<file path="src/hw/tbs_defines.svh">
`ifndef TBS_DEFINES_SVH
`define TBS_DEFINES_SVH

// Register offsets on the plain register port.
`define TBS_OFF_FINGER 4'h0
`define TBS_OFF_HYST 4'h1
`define TBS_OFF_NOISE 4'h2
`define TBS_OFF_NEG_NOISE 4'h3
`define TBS_OFF_LOW_RESET 4'h4
`define TBS_OFF_DEBOUNCE 4'h5
`define TBS_OFF_CTRL 4'h6
`define TBS_OFF_STATUS 4'h7
`define TBS_OFF_BASELINE 4'h8
`define TBS_OFF_SIGNAL 4'h9
`define TBS_OFF_CENTROID 4'hA

// Control register field positions.
`define TBS_CTRL_AUTO_RESET 0
`define TBS_CTRL_MULTI_FREQ 1
`define TBS_CTRL_NOTOUCH_ONES 2
`define TBS_CTRL_SHIFT_LO 4
`define TBS_CTRL_SHIFT_HI 7

// Reset values of the configuration registers.
`define TBS_RST_FINGER 16'h0050
`define TBS_RST_HYST 16'h000A
`define TBS_RST_NOISE 16'h0028
`define TBS_RST_NEG_NOISE 16'h0028
`define TBS_RST_LOW_RESET 16'h001E
`define TBS_RST_DEBOUNCE 16'h0003
`define TBS_RST_CTRL 16'h0020

// Fixed no-touch centroid codes.
`define TBS_CENTROID_ONES 16'hFFFF
`define TBS_CENTROID_ZEROS 16'h0000

`endif

</file>
<file path="src/hw/tbs_pkg.sv">
package tbs_pkg;

    // One register access from the plain register port.
    typedef struct packed {
        logic [3:0] addr;
        logic [15:0] wdata;
        logic wr;
        logic rd;
    } tbs_bus_type;

    // Settings that steer the baseline and state logic.
    typedef struct packed {
        logic [15:0] finger;
        logic [15:0] hyst;
        logic [15:0] noise;
        logic [15:0] neg_noise;
        logic [15:0] low_reset;
        logic [15:0] debounce;
        logic auto_reset;
        logic multi_freq;
        logic notouch_ones;
        logic [3:0] shift;
    } tbs_cfg_type;

    // Baseline tracker phases.
    typedef enum logic [1:0] {
        TBS_FIRST,
        TBS_TRACK
    } tbs_phase_type;

endpackage : tbs_pkg

</file>
<file path="src/hw/tbs_median3.sv">
`timescale 1ns/1ps
`default_nettype none

// Collects three difference counts and emits their median.
module tbs_median3 #(
    parameter int WIDTH = 17
) (
    input wire logic clock,
    input wire logic rst_n,
    input wire logic ce,
    input wire logic in_valid,
    input wire logic signed [WIDTH-1:0] in_diff,
    output logic out_valid,
    output logic signed [WIDTH-1:0] out_median
);

    logic signed [WIDTH-1:0] a_q;
    logic signed [WIDTH-1:0] b_q;
    logic [1:0] cnt_q;
    logic [1:0] cnt_d;
    logic last;
    logic signed [WIDTH-1:0] med;

    // Median of three by comparing the newest value with the held two.
    function automatic logic signed [WIDTH-1:0] med3(
        input logic signed [WIDTH-1:0] x,
        input logic signed [WIDTH-1:0] y,
        input logic signed [WIDTH-1:0] z
    );
        logic signed [WIDTH-1:0] lo;
        logic signed [WIDTH-1:0] hi;
        // Order the first two, then clamp the third; equal values are safe.
        lo = (x < y) ? x : y;
        hi = (x < y) ? y : x;
        med3 = (z <= lo) ? lo : ((z >= hi) ? hi : z);
    endfunction : med3

    // The third scan of a group completes it.
    assign last = in_valid && (cnt_q == 2'h2);
    assign cnt_d = last ? 2'h0 : cnt_q + 2'h1;
    assign med = med3(a_q, b_q, in_diff);

    // Hold the first two results of the group and count scans.
    always_ff @(posedge clock) begin
        if (!rst_n) begin
            a_q <= '0;
            b_q <= '0;
            cnt_q <= 2'h0;
            out_valid <= 1'b0;
            out_median <= '0;
        end else if (ce) begin
            out_valid <= last;
            if (in_valid) begin
                cnt_q <= cnt_d;
                if (cnt_q == 2'h0) begin
                    a_q <= in_diff;
                end
                if (cnt_q == 2'h1) begin
                    b_q <= in_diff;
                end
                if (last) begin
                    out_median <= med;
                end
            end
        end
    end

endmodule : tbs_median3

`default_nettype wire

</file>
<file path="src/hw/tbs_debounce.sv">
`timescale 1ns/1ps
`default_nettype none

// Sensor state decision with hysteresis and scan debounce.
module tbs_debounce #(
    parameter int WIDTH = 17
) (
    input wire logic clock,
    input wire logic rst_n,
    input wire logic ce,
    input wire logic step,
    input wire logic signed [WIDTH-1:0] diff,
    input wire logic [15:0] finger,
    input wire logic [15:0] hyst,
    input wire logic [15:0] debounce,
    output logic touch
);

    logic [15:0] run_q;
    logic [15:0] run_d;
    logic signed [WIDTH+1:0] sig;
    logic signed [WIDTH+1:0] on_lvl;
    logic signed [WIDTH+1:0] off_lvl;
    logic above;
    logic below;

    // Signed comparisons against both hysteresis edges.
    assign sig = (WIDTH+2)'(diff);
    assign on_lvl = (WIDTH+2)'({1'b0, finger}) + (WIDTH+2)'({1'b0, hyst});
    assign off_lvl = (WIDTH+2)'({1'b0, finger}) - (WIDTH+2)'({1'b0, hyst});
    assign above = sig >= on_lvl;
    assign below = sig <= off_lvl;
    // Saturating run length so long touches never wrap back to zero.
    assign run_d = (run_q == 16'hFFFF) ? run_q : run_q + 16'h0001;

    // A qualifying run must reach the debounce count before ON.
    always_ff @(posedge clock) begin
        if (!rst_n) begin
            run_q <= 16'h0000;
            touch <= 1'b0;
        end else if (ce && step) begin
            if (above) begin
                run_q <= run_d;
                if (run_d >= debounce) begin
                    touch <= 1'b1;
                end
            end else begin
                run_q <= 16'h0000;
                if (below) begin
                    touch <= 1'b0;
                end
            end
            // Between the two levels the reported state is left alone.
        end
    end

    a_on_needs_above: assert property (@(posedge clock) disable iff (!rst_n)
        $rose(touch) |-> $past(above))
        else $error("Touch rose without signal above on level.");

    a_off_when_below: assert property (@(posedge clock) disable iff (!rst_n)
        ce && step && below |=> !touch)
        else $error("Touch not cleared below off level.");

    a_hold_between: assert property (@(posedge clock) disable iff (!rst_n)
        ce && step && !above && !below |=> touch == $past(touch))
        else $error("Touch changed inside hysteresis band.");

endmodule : tbs_debounce

`default_nettype wire

</file>
<file path="src/hw/tbs_tracker.sv">
// Design decisions made here: the register offsets and strobed register access.
`timescale 1ns/1ps
`default_nettype none
`include "tbs_defines.svh"

// Summary of operation
// - Signal equals raw count minus baseline
// - ON above threshold plus hysteresis, OFF below minus
// - Without auto reset, freeze baseline on high raw
// - Hold baseline while raw is abnormally low
// - Low count reaching limit reloads baseline
// - Only consecutive low scans count
// - First raw count seeds the baseline
// - ON only after debounce consecutive qualifying scans, or medians with multi-frequency
// - Without auto reset, filter only inside window
// - With auto reset, filter whenever not low
// - Multi-frequency uses median of three differences
// - No touch gives fixed centroid code
module tbs_tracker #(
    parameter int RAW_W = 16
) (
    input wire logic clock,
    input wire logic rst_n,
    input wire logic ce,
    input wire logic [3:0] reg_addr,
    input wire logic [15:0] reg_wdata,
    input wire logic reg_wr,
    input wire logic reg_rd,
    output logic [15:0] reg_rdata,
    input wire logic raw_valid,
    input wire logic [RAW_W-1:0] raw_count,
    output logic touch,
    output logic [15:0] centroid,
    output logic [RAW_W-1:0] baseline,
    output logic signed [RAW_W:0] diff_count,
    output logic diff_valid
);

    localparam int DW = RAW_W + 1;
    localparam int EW = RAW_W + 2;
    localparam logic [15:0] RST_CTRL = `TBS_RST_CTRL;

    tbs_pkg::tbs_bus_type bus;
    tbs_pkg::tbs_cfg_type cfg_q;
    tbs_pkg::tbs_phase_type phase_q;
    logic [15:0] ctrl_q;
    logic [RAW_W-1:0] base_q;
    logic [RAW_W-1:0] base_d;
    logic [15:0] low_q;
    logic [15:0] low_d;
    logic signed [EW-1:0] raw_e;
    logic signed [EW-1:0] base_e;
    logic signed [EW-1:0] diff_e;
    logic signed [DW-1:0] diff_now;
    logic is_high;
    logic is_low;
    logic do_filter;
    logic low_hit;
    logic [RAW_W-1:0] filtered;
    logic med_valid;
    logic signed [DW-1:0] med_diff;
    logic step;
    logic signed [DW-1:0] step_diff;
    logic signed [DW-1:0] diff_q;
    logic step_q;
    logic [15:0] rd_mux;

    // Bundle the register port so decoding reads one carrier.
    assign bus = '{addr: reg_addr, wdata: reg_wdata, wr: reg_wr, rd: reg_rd};

    // Low pass step, truncated but never below one count, so it always arrives.
    function automatic logic [RAW_W-1:0] lp_step(
        input logic [RAW_W-1:0] b,
        input logic [RAW_W-1:0] r,
        input logic [3:0] k
    );
        logic [RAW_W-1:0] d;
        logic [RAW_W-1:0] s;
        d = (r >= b) ? r - b : b - r;
        s = d >> k;
        if (s == '0 && d != '0) begin
            s = {{(RAW_W-1){1'b0}}, 1'b1};
        end
        lp_step = (r >= b) ? b + s : b - s;
    endfunction : lp_step

    // Signed difference and window tests against the current baseline.
    assign raw_e = $signed({2'b00, raw_count});
    assign base_e = $signed({2'b00, base_q});
    assign diff_e = raw_e - base_e;
    assign diff_now = diff_e[DW-1:0];
    assign is_high = raw_e > base_e + $signed({2'b00, cfg_q.noise});
    assign is_low = raw_e < base_e - $signed({2'b00, cfg_q.neg_noise});
    assign do_filter = cfg_q.auto_reset ? !is_low : (!is_low && !is_high);
    assign low_d = (low_q == 16'hFFFF) ? low_q : low_q + 16'h0001;
    assign low_hit = is_low && (low_d >= cfg_q.low_reset);
    assign filtered = lp_step(base_q, raw_count, cfg_q.shift);

    // Next baseline: seed, low reset, filter, or hold.
    always_comb begin
        base_d = base_q;
        if (phase_q == tbs_pkg::TBS_FIRST) begin
            base_d = raw_count;
        end else if (low_hit) begin
            base_d = raw_count;
        end else if (do_filter) begin
            base_d = filtered;
        end
        // High raw without auto reset, and short low runs, keep base.
    end

    // Baseline and low-run counter advance once per raw count.
    always_ff @(posedge clock) begin
        if (!rst_n) begin
            base_q <= '0;
            low_q <= 16'h0000;
            phase_q <= tbs_pkg::TBS_FIRST;
        end else if (ce && raw_valid) begin
            base_q <= base_d;
            phase_q <= tbs_pkg::TBS_TRACK;
            if (phase_q == tbs_pkg::TBS_FIRST || !is_low || low_hit) begin
                low_q <= 16'h0000;
            end else begin
                low_q <= low_d;
            end
        end
    end

    // Optional median stage for multi-frequency scanning.
    tbs_median3 #(
        .WIDTH(DW)
    ) u_median (
        .clock(clock),
        .rst_n(rst_n),
        .ce(ce),
        .in_valid(raw_valid && cfg_q.multi_freq),
        .in_diff(diff_now),
        .out_valid(med_valid),
        .out_median(med_diff)
    );

    // Pick the difference that drives the state decision.
    assign step = cfg_q.multi_freq ? med_valid : step_q;
    assign step_diff = cfg_q.multi_freq ? med_diff : diff_q;

    // Register the single-scan difference for matched timing.
    always_ff @(posedge clock) begin
        if (!rst_n) begin
            diff_q <= '0;
            step_q <= 1'b0;
        end else if (ce) begin
            step_q <= raw_valid && !cfg_q.multi_freq;
            if (raw_valid) begin
                diff_q <= diff_now;
            end
        end
    end

    tbs_debounce #(
        .WIDTH(DW)
    ) u_state (
        .clock(clock),
        .rst_n(rst_n),
        .ce(ce),
        .step(step),
        .diff(step_diff),
        .finger(cfg_q.finger),
        .hyst(cfg_q.hyst),
        .debounce(cfg_q.debounce),
        .touch(touch)
    );

    // Configuration writes; the control word unpacks into fields.
    always_ff @(posedge clock) begin
        if (!rst_n) begin
            cfg_q.finger <= `TBS_RST_FINGER;
            cfg_q.hyst <= `TBS_RST_HYST;
            cfg_q.noise <= `TBS_RST_NOISE;
            cfg_q.neg_noise <= `TBS_RST_NEG_NOISE;
            cfg_q.low_reset <= `TBS_RST_LOW_RESET;
            cfg_q.debounce <= `TBS_RST_DEBOUNCE;
            ctrl_q <= `TBS_RST_CTRL;
            cfg_q.auto_reset <= RST_CTRL[`TBS_CTRL_AUTO_RESET];
            cfg_q.multi_freq <= RST_CTRL[`TBS_CTRL_MULTI_FREQ];
            cfg_q.notouch_ones <= RST_CTRL[`TBS_CTRL_NOTOUCH_ONES];
            cfg_q.shift <= RST_CTRL[`TBS_CTRL_SHIFT_HI:`TBS_CTRL_SHIFT_LO];
        end else if (ce && bus.wr) begin
            case (bus.addr)
                `TBS_OFF_FINGER: cfg_q.finger <= bus.wdata;
                `TBS_OFF_HYST: cfg_q.hyst <= bus.wdata;
                `TBS_OFF_NOISE: cfg_q.noise <= bus.wdata;
                `TBS_OFF_NEG_NOISE: cfg_q.neg_noise <= bus.wdata;
                `TBS_OFF_LOW_RESET: cfg_q.low_reset <= bus.wdata;
                `TBS_OFF_DEBOUNCE: cfg_q.debounce <= bus.wdata;
                `TBS_OFF_CTRL: begin
                    // Fields load with the word, so the struct has one driver.
                    ctrl_q <= bus.wdata;
                    cfg_q.auto_reset <= bus.wdata[`TBS_CTRL_AUTO_RESET];
                    cfg_q.multi_freq <= bus.wdata[`TBS_CTRL_MULTI_FREQ];
                    cfg_q.notouch_ones <= bus.wdata[`TBS_CTRL_NOTOUCH_ONES];
                    cfg_q.shift <=
                        bus.wdata[`TBS_CTRL_SHIFT_HI:`TBS_CTRL_SHIFT_LO];
                end
                default: ;
            endcase
        end
    end

    // Read selection; unmapped offsets read as zero.
    always_comb begin
        case (bus.addr)
            `TBS_OFF_FINGER: rd_mux = cfg_q.finger;
            `TBS_OFF_HYST: rd_mux = cfg_q.hyst;
            `TBS_OFF_NOISE: rd_mux = cfg_q.noise;
            `TBS_OFF_NEG_NOISE: rd_mux = cfg_q.neg_noise;
            `TBS_OFF_LOW_RESET: rd_mux = cfg_q.low_reset;
            `TBS_OFF_DEBOUNCE: rd_mux = cfg_q.debounce;
            `TBS_OFF_CTRL: rd_mux = ctrl_q;
            `TBS_OFF_STATUS: rd_mux = {15'h0000, touch};
            `TBS_OFF_BASELINE: rd_mux = 16'(base_q);
            `TBS_OFF_SIGNAL: rd_mux = 16'(step_diff);
            `TBS_OFF_CENTROID: rd_mux = centroid;
            default: rd_mux = 16'h0000;
        endcase
    end

    // Read data stands one cycle after the strobe, only then.
    always_ff @(posedge clock) begin
        if (!rst_n) begin
            reg_rdata <= 16'h0000;
        end else if (ce) begin
            reg_rdata <= bus.rd ? rd_mux : 16'h0000;
        end
    end

    // The centroid arithmetic lives elsewhere; here only no-touch code.
    always_ff @(posedge clock) begin
        if (!rst_n) begin
            centroid <= `TBS_CENTROID_ZEROS;
            diff_valid <= 1'b0;
            diff_count <= '0;
        end else if (ce) begin
            diff_valid <= step;
            if (step) begin
                diff_count <= step_diff;
            end
            if (!touch) begin
                centroid <= cfg_q.notouch_ones ? `TBS_CENTROID_ONES
                    : `TBS_CENTROID_ZEROS;
            end
        end
    end

    assign baseline = base_q;

    a_first_seeds: assert property (@(posedge clock) disable iff (!rst_n)
        ce && raw_valid && phase_q == tbs_pkg::TBS_FIRST
        |=> base_q == $past(raw_count))
        else $error("Baseline not seeded from first raw count.");

    a_high_freezes: assert property (@(posedge clock) disable iff (!rst_n)
        ce && raw_valid && phase_q == tbs_pkg::TBS_TRACK && is_high
        && !cfg_q.auto_reset |=> $stable(base_q))
        else $error("Baseline moved on high raw count.");

    a_low_holds: assert property (@(posedge clock) disable iff (!rst_n)
        ce && raw_valid && phase_q == tbs_pkg::TBS_TRACK && is_low
        && !low_hit |=> $stable(base_q))
        else $error("Baseline moved during short low run.");

    a_low_reset: assert property (@(posedge clock) disable iff (!rst_n)
        ce && raw_valid && phase_q == tbs_pkg::TBS_TRACK && low_hit
        |=> base_q == $past(raw_count) && low_q == 16'h0000)
        else $error("Low baseline reset did not reload.");

    a_low_clears: assert property (@(posedge clock) disable iff (!rst_n)
        ce && raw_valid && !is_low |=> low_q == 16'h0000)
        else $error("Low scan count not cleared.");

    a_filter_moves: assert property (@(posedge clock) disable iff (!rst_n)
        ce && raw_valid && phase_q == tbs_pkg::TBS_TRACK && do_filter
        && !low_hit |=> base_q == $past(filtered))
        else $error("Baseline filter step missing.");

    a_diff_value: assert property (@(posedge clock) disable iff (!rst_n)
        ce && raw_valid && !cfg_q.multi_freq
        |=> diff_q == $past(raw_e - base_e))
        else $error("Difference is not raw minus baseline.");

    a_notouch_code: assert property (@(posedge clock) disable iff (!rst_n)
        ce && !touch && cfg_q.notouch_ones |=> centroid == 16'hFFFF)
        else $error("No-touch centroid code wrong.");

endmodule : tbs_tracker

`default_nettype wire

</file>
<file path="config.mk">
export PLATFORM = sky130hd
export DESIGN_NAME = tbs_tracker
export DESIGN_NICKNAME = d
export VERILOG_FILES = /design/src/hw/tbs_pkg.sv /design/src/hw/tbs_median3.sv /design/src/hw/tbs_debounce.sv /design/src/hw/tbs_tracker.sv
export VERILOG_INCLUDE_DIRS = /design/src /design/src/hw
export SDC_FILE = /design/constraint.sdc
export NUM_CORES = 1
export LEC_CHECK = 0
export ABC_AREA = 1
export BUFFER_PORTS_ARGS = -buffer_cell sky130_fd_sc_hd__buf_2
export CORE_UTILIZATION = 55
export CTS_CLUSTER_SIZE = 12
export DETAILED_ROUTE_END_ITERATION = 16
export GPL_TIMING_DRIVEN = 0
export PLACE_DENSITY = 0.73
export SYNTH_ARGS = -nofsm -noshare
export SYNTH_HDL_FRONTEND = slang
export SYNTH_HIERARCHICAL = 1
export SYNTH_SLANG_ARGS = --single-unit
</file>
<file path="constraint.sdc">
create_clock -name clock -period 12.9 [get_ports clock]
set_input_delay 0.645 -clock clock [delete_from_list [all_inputs] [get_ports clock]]
set_output_delay 0.645 -clock clock [all_outputs]
set_load 0.05 [all_outputs]
</file>
== Yosys cells after proc, flatten, opt, wreduce, memory -nomap -nowiden ==
Index checks and enable logic that the tools add are counted.

* Bits in registers: 291
* Bits of input ports: 42
* Output and inout bits: 67
* Logic and storage cells: 127

* Add/subtract/negate cells: 12
* $lt $le $gt $ge: 10
* Equal/unequal tests: 15
* Shift-type cells: 1
* Mux-type cells: 24
* Bitwise gates (word level): 1
* Reduce and logical (&&, ||, !) cells: 37

{| class="wikitable"
|+ Operators by type and width
! cell !! number
|-
| $mux W16 || 12
|-
| $pmux W16 S11 || 1
|-
| $mux W17 || 5
|-
| $sub A16 B16 Y17 || 3
|-
| $ge A16 B16 Y1 || 3
|-
| $sub A16 B16 Y16 || 3
|-
| $add A16 B16 Y17 || 2
|-
| $le A17 B17 Y1 || 2
|-
| $lt A17 B17 Y1 || 2
|-
| $add A16 B1 Y16 const B || 2
|-
| $eq A16 B16 Y1 const B || 2
|-
| $reduce_and A2 Y1 || 12
|-
| $ge A17 B18 Y1 || 1
|-
| $ge A17 B17 Y1 || 1
|-
| $gt A16 B17 Y1 || 1
|-
| $add A16 B16 Y16 || 1
|-
| $eq A4 B3 Y1 const B || 4
|-
| $logic_not A16 Y1 || 1
|-
| $reduce_bool A16 Y1 || 1
|-
| $shr A16 B4 Y16 || 1
|-
| $eq A4 B4 Y1 const B || 3
|-
| $reduce_and A3 Y1 || 4
|-
| $logic_and A1 B1 Y1 || 9
|-
| $eq A4 B2 Y1 const B || 2
|-
| other kinds (14) || 22
|}

== Depth between registers and ports, before layout ==
* Depth after elaboration: 11
* Mapped depth: 49
* Mapped depth without buffers: 49

== Hierarchy ==
Netlist, hierarchy kept.

{| class="wikitable"
|+ Modules (own cells, without submodules)
! module !! times used !! cells an instance !! area each (µm²) !! seq. area each (µm²)
|-
| tbs_tracker || 1 || 2,314 || 15,294.7 || 3,963.8
|-
| tbs_median3 || 1 || 675 || 4,411.7 || 1,081.0
|-
| tbs_debounce || 1 || 580 || 3,747.3 || 340.3
|}

== Worst setup path before layout ==
Ideal clock, no wire load.

* Kind: register to register
* Start point: register base_q[1] (netlist: baseline[1])
* End point: register base_q[15] (netlist: baseline[15])
* Library setup time: 131 ps
* Arrival time: 5,711 ps
* Required time: 12,769 ps
* Slack: 7,058 ps
* Cell stages (with the launch flop): 47
* Path buffers: 1
* Clock period less this slack: 5,842 ps
* Path through: dfxtp_1 -> inv_1 -> fa_1 -> nand3_1 -> nand3_2 -> nand2_2 -> nand2_2 -> nand2_4 -> nand2_4 -> nor2_8 -> buf_8 -> nand2_2 -> nand2_2 -> nand2_2 -> nand3_1 -> nand3_1 -> nand3_2 -> nand2_1 -> (+11 left out) -> nand2_1 -> o21ai_0 -> nand3_1 -> nand2_1 -> nand3_1 -> nand2_1 -> nand3_1 -> nand2_1 -> nand3_1 -> nand2_1 -> nand2_1 -> a21oi_1 -> xor2_1 -> inv_1 -> nand3_1 -> nand3_1 -> nand2_1 -> a21oi_2

* Word-level cells in the longest chain between the ends: 11
* Elaborated cells on any way between the ends: 26
* Classes of those cells: 6 x add/sub; 3 x order compare; 1 x shift; 7 x mux; 9 x reduce/logical

{| class="wikitable"
|+ Ends and longest elaborated chain
! item !! RTL line !! RTL
|-
| start: declaration || tbs_tracker.sv:47 || <nowiki>logic [RAW_W-1:0] base_q;</nowiki>
|-
| start signal: assignment || tbs_tracker.sv:119 || <nowiki>base_q <= base_d;</nowiki>
|-
| $sub A16 B16 Y16 or $ge A16 B16 Y1 (tied branches) || tbs_tracker.sv:79, tbs_tracker.sv:84 ||
|-
| $mux W16 || tbs_tracker.sv:79 || <nowiki>d = (r >= b) ? r - b : b - r;</nowiki>
|-
| $shr A16 B4 Y16 || tbs_tracker.sv:80 || <nowiki>s = d >> k;</nowiki>
|-
| $logic_not A16 Y1 || tbs_tracker.sv:81 || <nowiki>if (s == '0 && d != '0) begin</nowiki>
|-
| $logic_and A1 B1 Y1 || tbs_tracker.sv:81 ||
|-
| $mux W16 || tbs_tracker.sv:81 ||
|-
| $sub A16 B16 Y16 or $add A16 B16 Y16 (tied branches) || tbs_tracker.sv:84 || <nowiki>lp_step = (r >= b) ? b + s : b - s;</nowiki>
|-
| $mux W16 || tbs_tracker.sv:84 ||
|-
| $mux W16 || tbs_tracker.sv:106 || <nowiki>end else if (do_filter) begin</nowiki>
|-
| $mux W16 || tbs_tracker.sv:104 || <nowiki>end else if (low_hit) begin</nowiki>
|-
| $mux W16 || tbs_tracker.sv:102 || <nowiki>if (phase_q == tbs_pkg::TBS_FIRST) begin</nowiki>
|}

Parallel ways exist; a longest one is shown, timed or not. The select of a mux whose other input is x is not followed.
A chain may end at the register's enable or synchronous reset.

== Worst setup path after layout ==
* Start point: register base_q[1] (netlist: baseline[1])
* End point: register base_q[14] (netlist: baseline[14])

The elaborated chain is that of the path after synthesis.

==> impl_metrics.json <==
{
  "status": "complete, but fails checks",
  "violations": "max-capacitance violations, max-slew violations",
  "syn2layout_area_growth_pct": 9.42,
  "place_ws_ps": 5890,
  "path_clk_slew_ps": 60,
  "drc": 0,
  "vias": 24848,
  "clock-sinks": 269,
  "wire_per_inst_um": 19.2,
  "synth_area_leaders": "dfxtp_1 23%, ha_1 14%, nand2_1 13%",
  "syn_nets": 3879,
  "final_util": 0.610,
  "clkLatencyLatePin_ps": 590,
  "met3_usage": 0.0619,
  "n_antenna_cell": 0,
  "io_pins": 109,
  "cts_tree": "built",
  "dp_hpwl_mm": 65.3,
  "vdd_ir_drop_max_mv": 0.0986,
  "synth_ff_type": "dfxtp_1",
  "cp.required_ps": 13390,
  "cap_violations": 2,
  "crit_type": "register to register",
  "synth_area_per_cell_um2": 6.57,
  "rsz0062_at_grt": "false",
  "hold_viol_final": 0,
  "synth_top_area_cell": "dfxtp_1",
  "vias_per_cell": 5.82,
  "slew_violations": 6,
  "fin_area_um2": 25700,
  "wl_mm": 82.1,
  "min_period_over_period": 0.542,
  "antenna_found_initial": 0,
  "first_pass_iters": 8,
  "cp-start-kind": "register",
  "setup_tns_ps": 0,
  "synthCells": 3569,
  "yosysTopAreaCellShare": 0.230,
  "portBuffers": 108,
  "met1_usage": 0.499,
  "start_util": 0.558,
  "grt_use_met2": 0.578,
  "power_density_nw_per_um2": 110,
  "synth.most_common_cell": "nand2_1",
  "hp-class": "input port to register",
  "die_area_um2": 43500,
  "synth_cell_types": 62,
  "coreArea_um2": 42000,
  "ys_warn_count": 6,
  "grt_pass1_wl_mm": 126,
  "synthTopCellsByCount": "786 x nand2_1, 456 x inv_1, 384 x a21oi_1",
  "postRouteAntennaNets": 0,
  "leakage_uw": 0.0123,
  "skew_ps": 18.3,
  "gp_congestion": 1.07,
  "worst_path_most_repeated_cell": "nand2_1",
  "grt_pass1_vias": 22629,
  "cp_data_arrival_time_ps": 7480,
  "die_w_um": 209,
  "worstPathMaxFanout": 11,
  "p_total_uw": 2830,
  "max_freq_mhz": 143,
  "place_area_um2": 24700,
  "n_fill_cell": 4200,
  "fin_ws_ps": 5910,
  "drive_gt1_frac": 0.0960,
  "slowest_delay_ps": 890,
  "synth_seq_cells": 269,
  "synth_edf_count": 0,
  "async_reset_ff_frac": 0,
  "cts_hold_buf": 0,
  "endpoint_kind": "register",
  "synth_seq_area_share": 0.230,
  "setup_viol": 0,
  "h-tree-depth": 1,
  "grt_max_degree": 19,
  "grt-busiest-layer": "met2",
  "numCtsBuffers": 31,
  "grt_overflow": 0,
  "root_buffer": "clkbuf_16",
  "fin_crit_ps": 6990,
  "syn_area_um2": 23500,
  "clockBufferDepth": 3,
  "relSlewSlack": -0.0404,
  "rows": 75,
  "grt_util_all_layers": 0.371,
  "worst_pin_slew_ps": 1540,
  "drt_iter0_drc": 2566,
  "cts_setup_buffers": 0,
  "die_h_um": 209,
  "ctsResizeCount": 0,
  "cp_slowest_cell": "xor2_1",
  "nets": 4020
}
[final cells by class]
type / instances / area [um^2] / share of cell area
timing repair buffer: 108 / 541 / 0.0211
clock inverter: 9 / 126 / 0.00492
inverter: 489 / 1840 / 0.0716
multi-input combinational: 2670 / 15500 / 0.605
buffer: 141 / 711 / 0.0277
tap: 539 / 674 / 0.0263
clock buffer: 45 / 868 / 0.0338
sequential: 269 / 5390 / 0.210
[registers in the layout (all words and copies together), names as in the netlist]
register             count
cfg_q                   99
step_q                   1
ctrl_q                  13
diff_valid               1
u_median/out_valid       1
baseline                16
u_median/a_q            17
reg_rdata               16
diff_q                  17
u_median/cnt_q           2
diff_count              17
phase_q                  1
centroid                 1
u_state/touch            1
u_median/out_median     17
u_state/run_q           16
u_median/b_q            17
low_q                   16
[cell families after synthesis]
logic type	synth area share
buf+inv	0.109
simple gates	0.290
mux	0.00128
flops	0.230
xor+xnor	0.0407
fa+ha+maj	0.145
compound gates	0.184
[final timing paths]
path	to	cells past startpoint	slack, ps	start
max	baseline[14]$_SDFFE_PN0P_	37	5910	baseline[1]$_SDFFE_PN0P_
min	cfg_q[18]$_SDFFE_PN0P_	3	450	reg_wdata[11]
max reg2reg	baseline[14]$_SDFFE_PN0P_	37	5910	baseline[1]$_SDFFE_PN0P_
min reg2reg	ctrl_q[8]$_SDFFE_PN0P_	2	460	ctrl_q[8]$_SDFFE_PN0P_
[critical path: cells and delay by family, from the launching register on]
family,cells,cell delay [ps]
adder cells (fa/ha/maj),3,1260
XOR/XNOR,2,1040
buffers and inverters,3,400
flip-flops,1,740
AND/OR/NAND/NOR,22,2220
AO/OA/AOI/OAI,7,1230
[layout by cell type (no fill, tap or decap), types with 7 or more instances in the layout]
cell / count
a211oi_1: 7
a21o_1: 7
a21oi_1: 384
a21oi_2: 10
a221oi_1: 24
and2_1: 21
buf_2: 142
buf_4: 18
buf_6: 8
clkbuf_1: 85
clkbuf_16: 31
clkinv_1: 14
dfxtp_1: 269
fa_1: 7
ha_1: 261
inv_1: 456
inv_2: 18
nand2_1: 786
nand2_2: 34
nand2_4: 14
nand3_1: 285
nand3_2: 31
nand4_1: 45
nor2_1: 230
nor2_2: 8
nor2_4: 7
nor3_1: 24
o2111ai_1: 11
o21a_1: 7
o21ai_0: 249
o21ai_1: 9
o21bai_1: 13
o22ai_1: 33
xnor2_1: 20
xor2_1: 89
[per-layer routing]
layer  up-vias  routed length (um)
met2      1262               34800
met5         -                   0
met4         0                4360
met3       286                8870
met1     11175               34000
li1      12125                   -
[report_power, final]
group,switching [uW],internal [uW],total (uW),leakage [uW]
Sequential,27.1,849,876,0.00218
Clock,369,521,890,0.000485
Combinational,724,340,1060,0.00964
[metrics by stage]
step,hold slack (ps),cells
global placement,442,4216
floorplan,430,3569
CTS,426,4270
detailed placement,447,4216
finish,445,4270
global route,455,4270
Power figures use the tool's default switching activity.
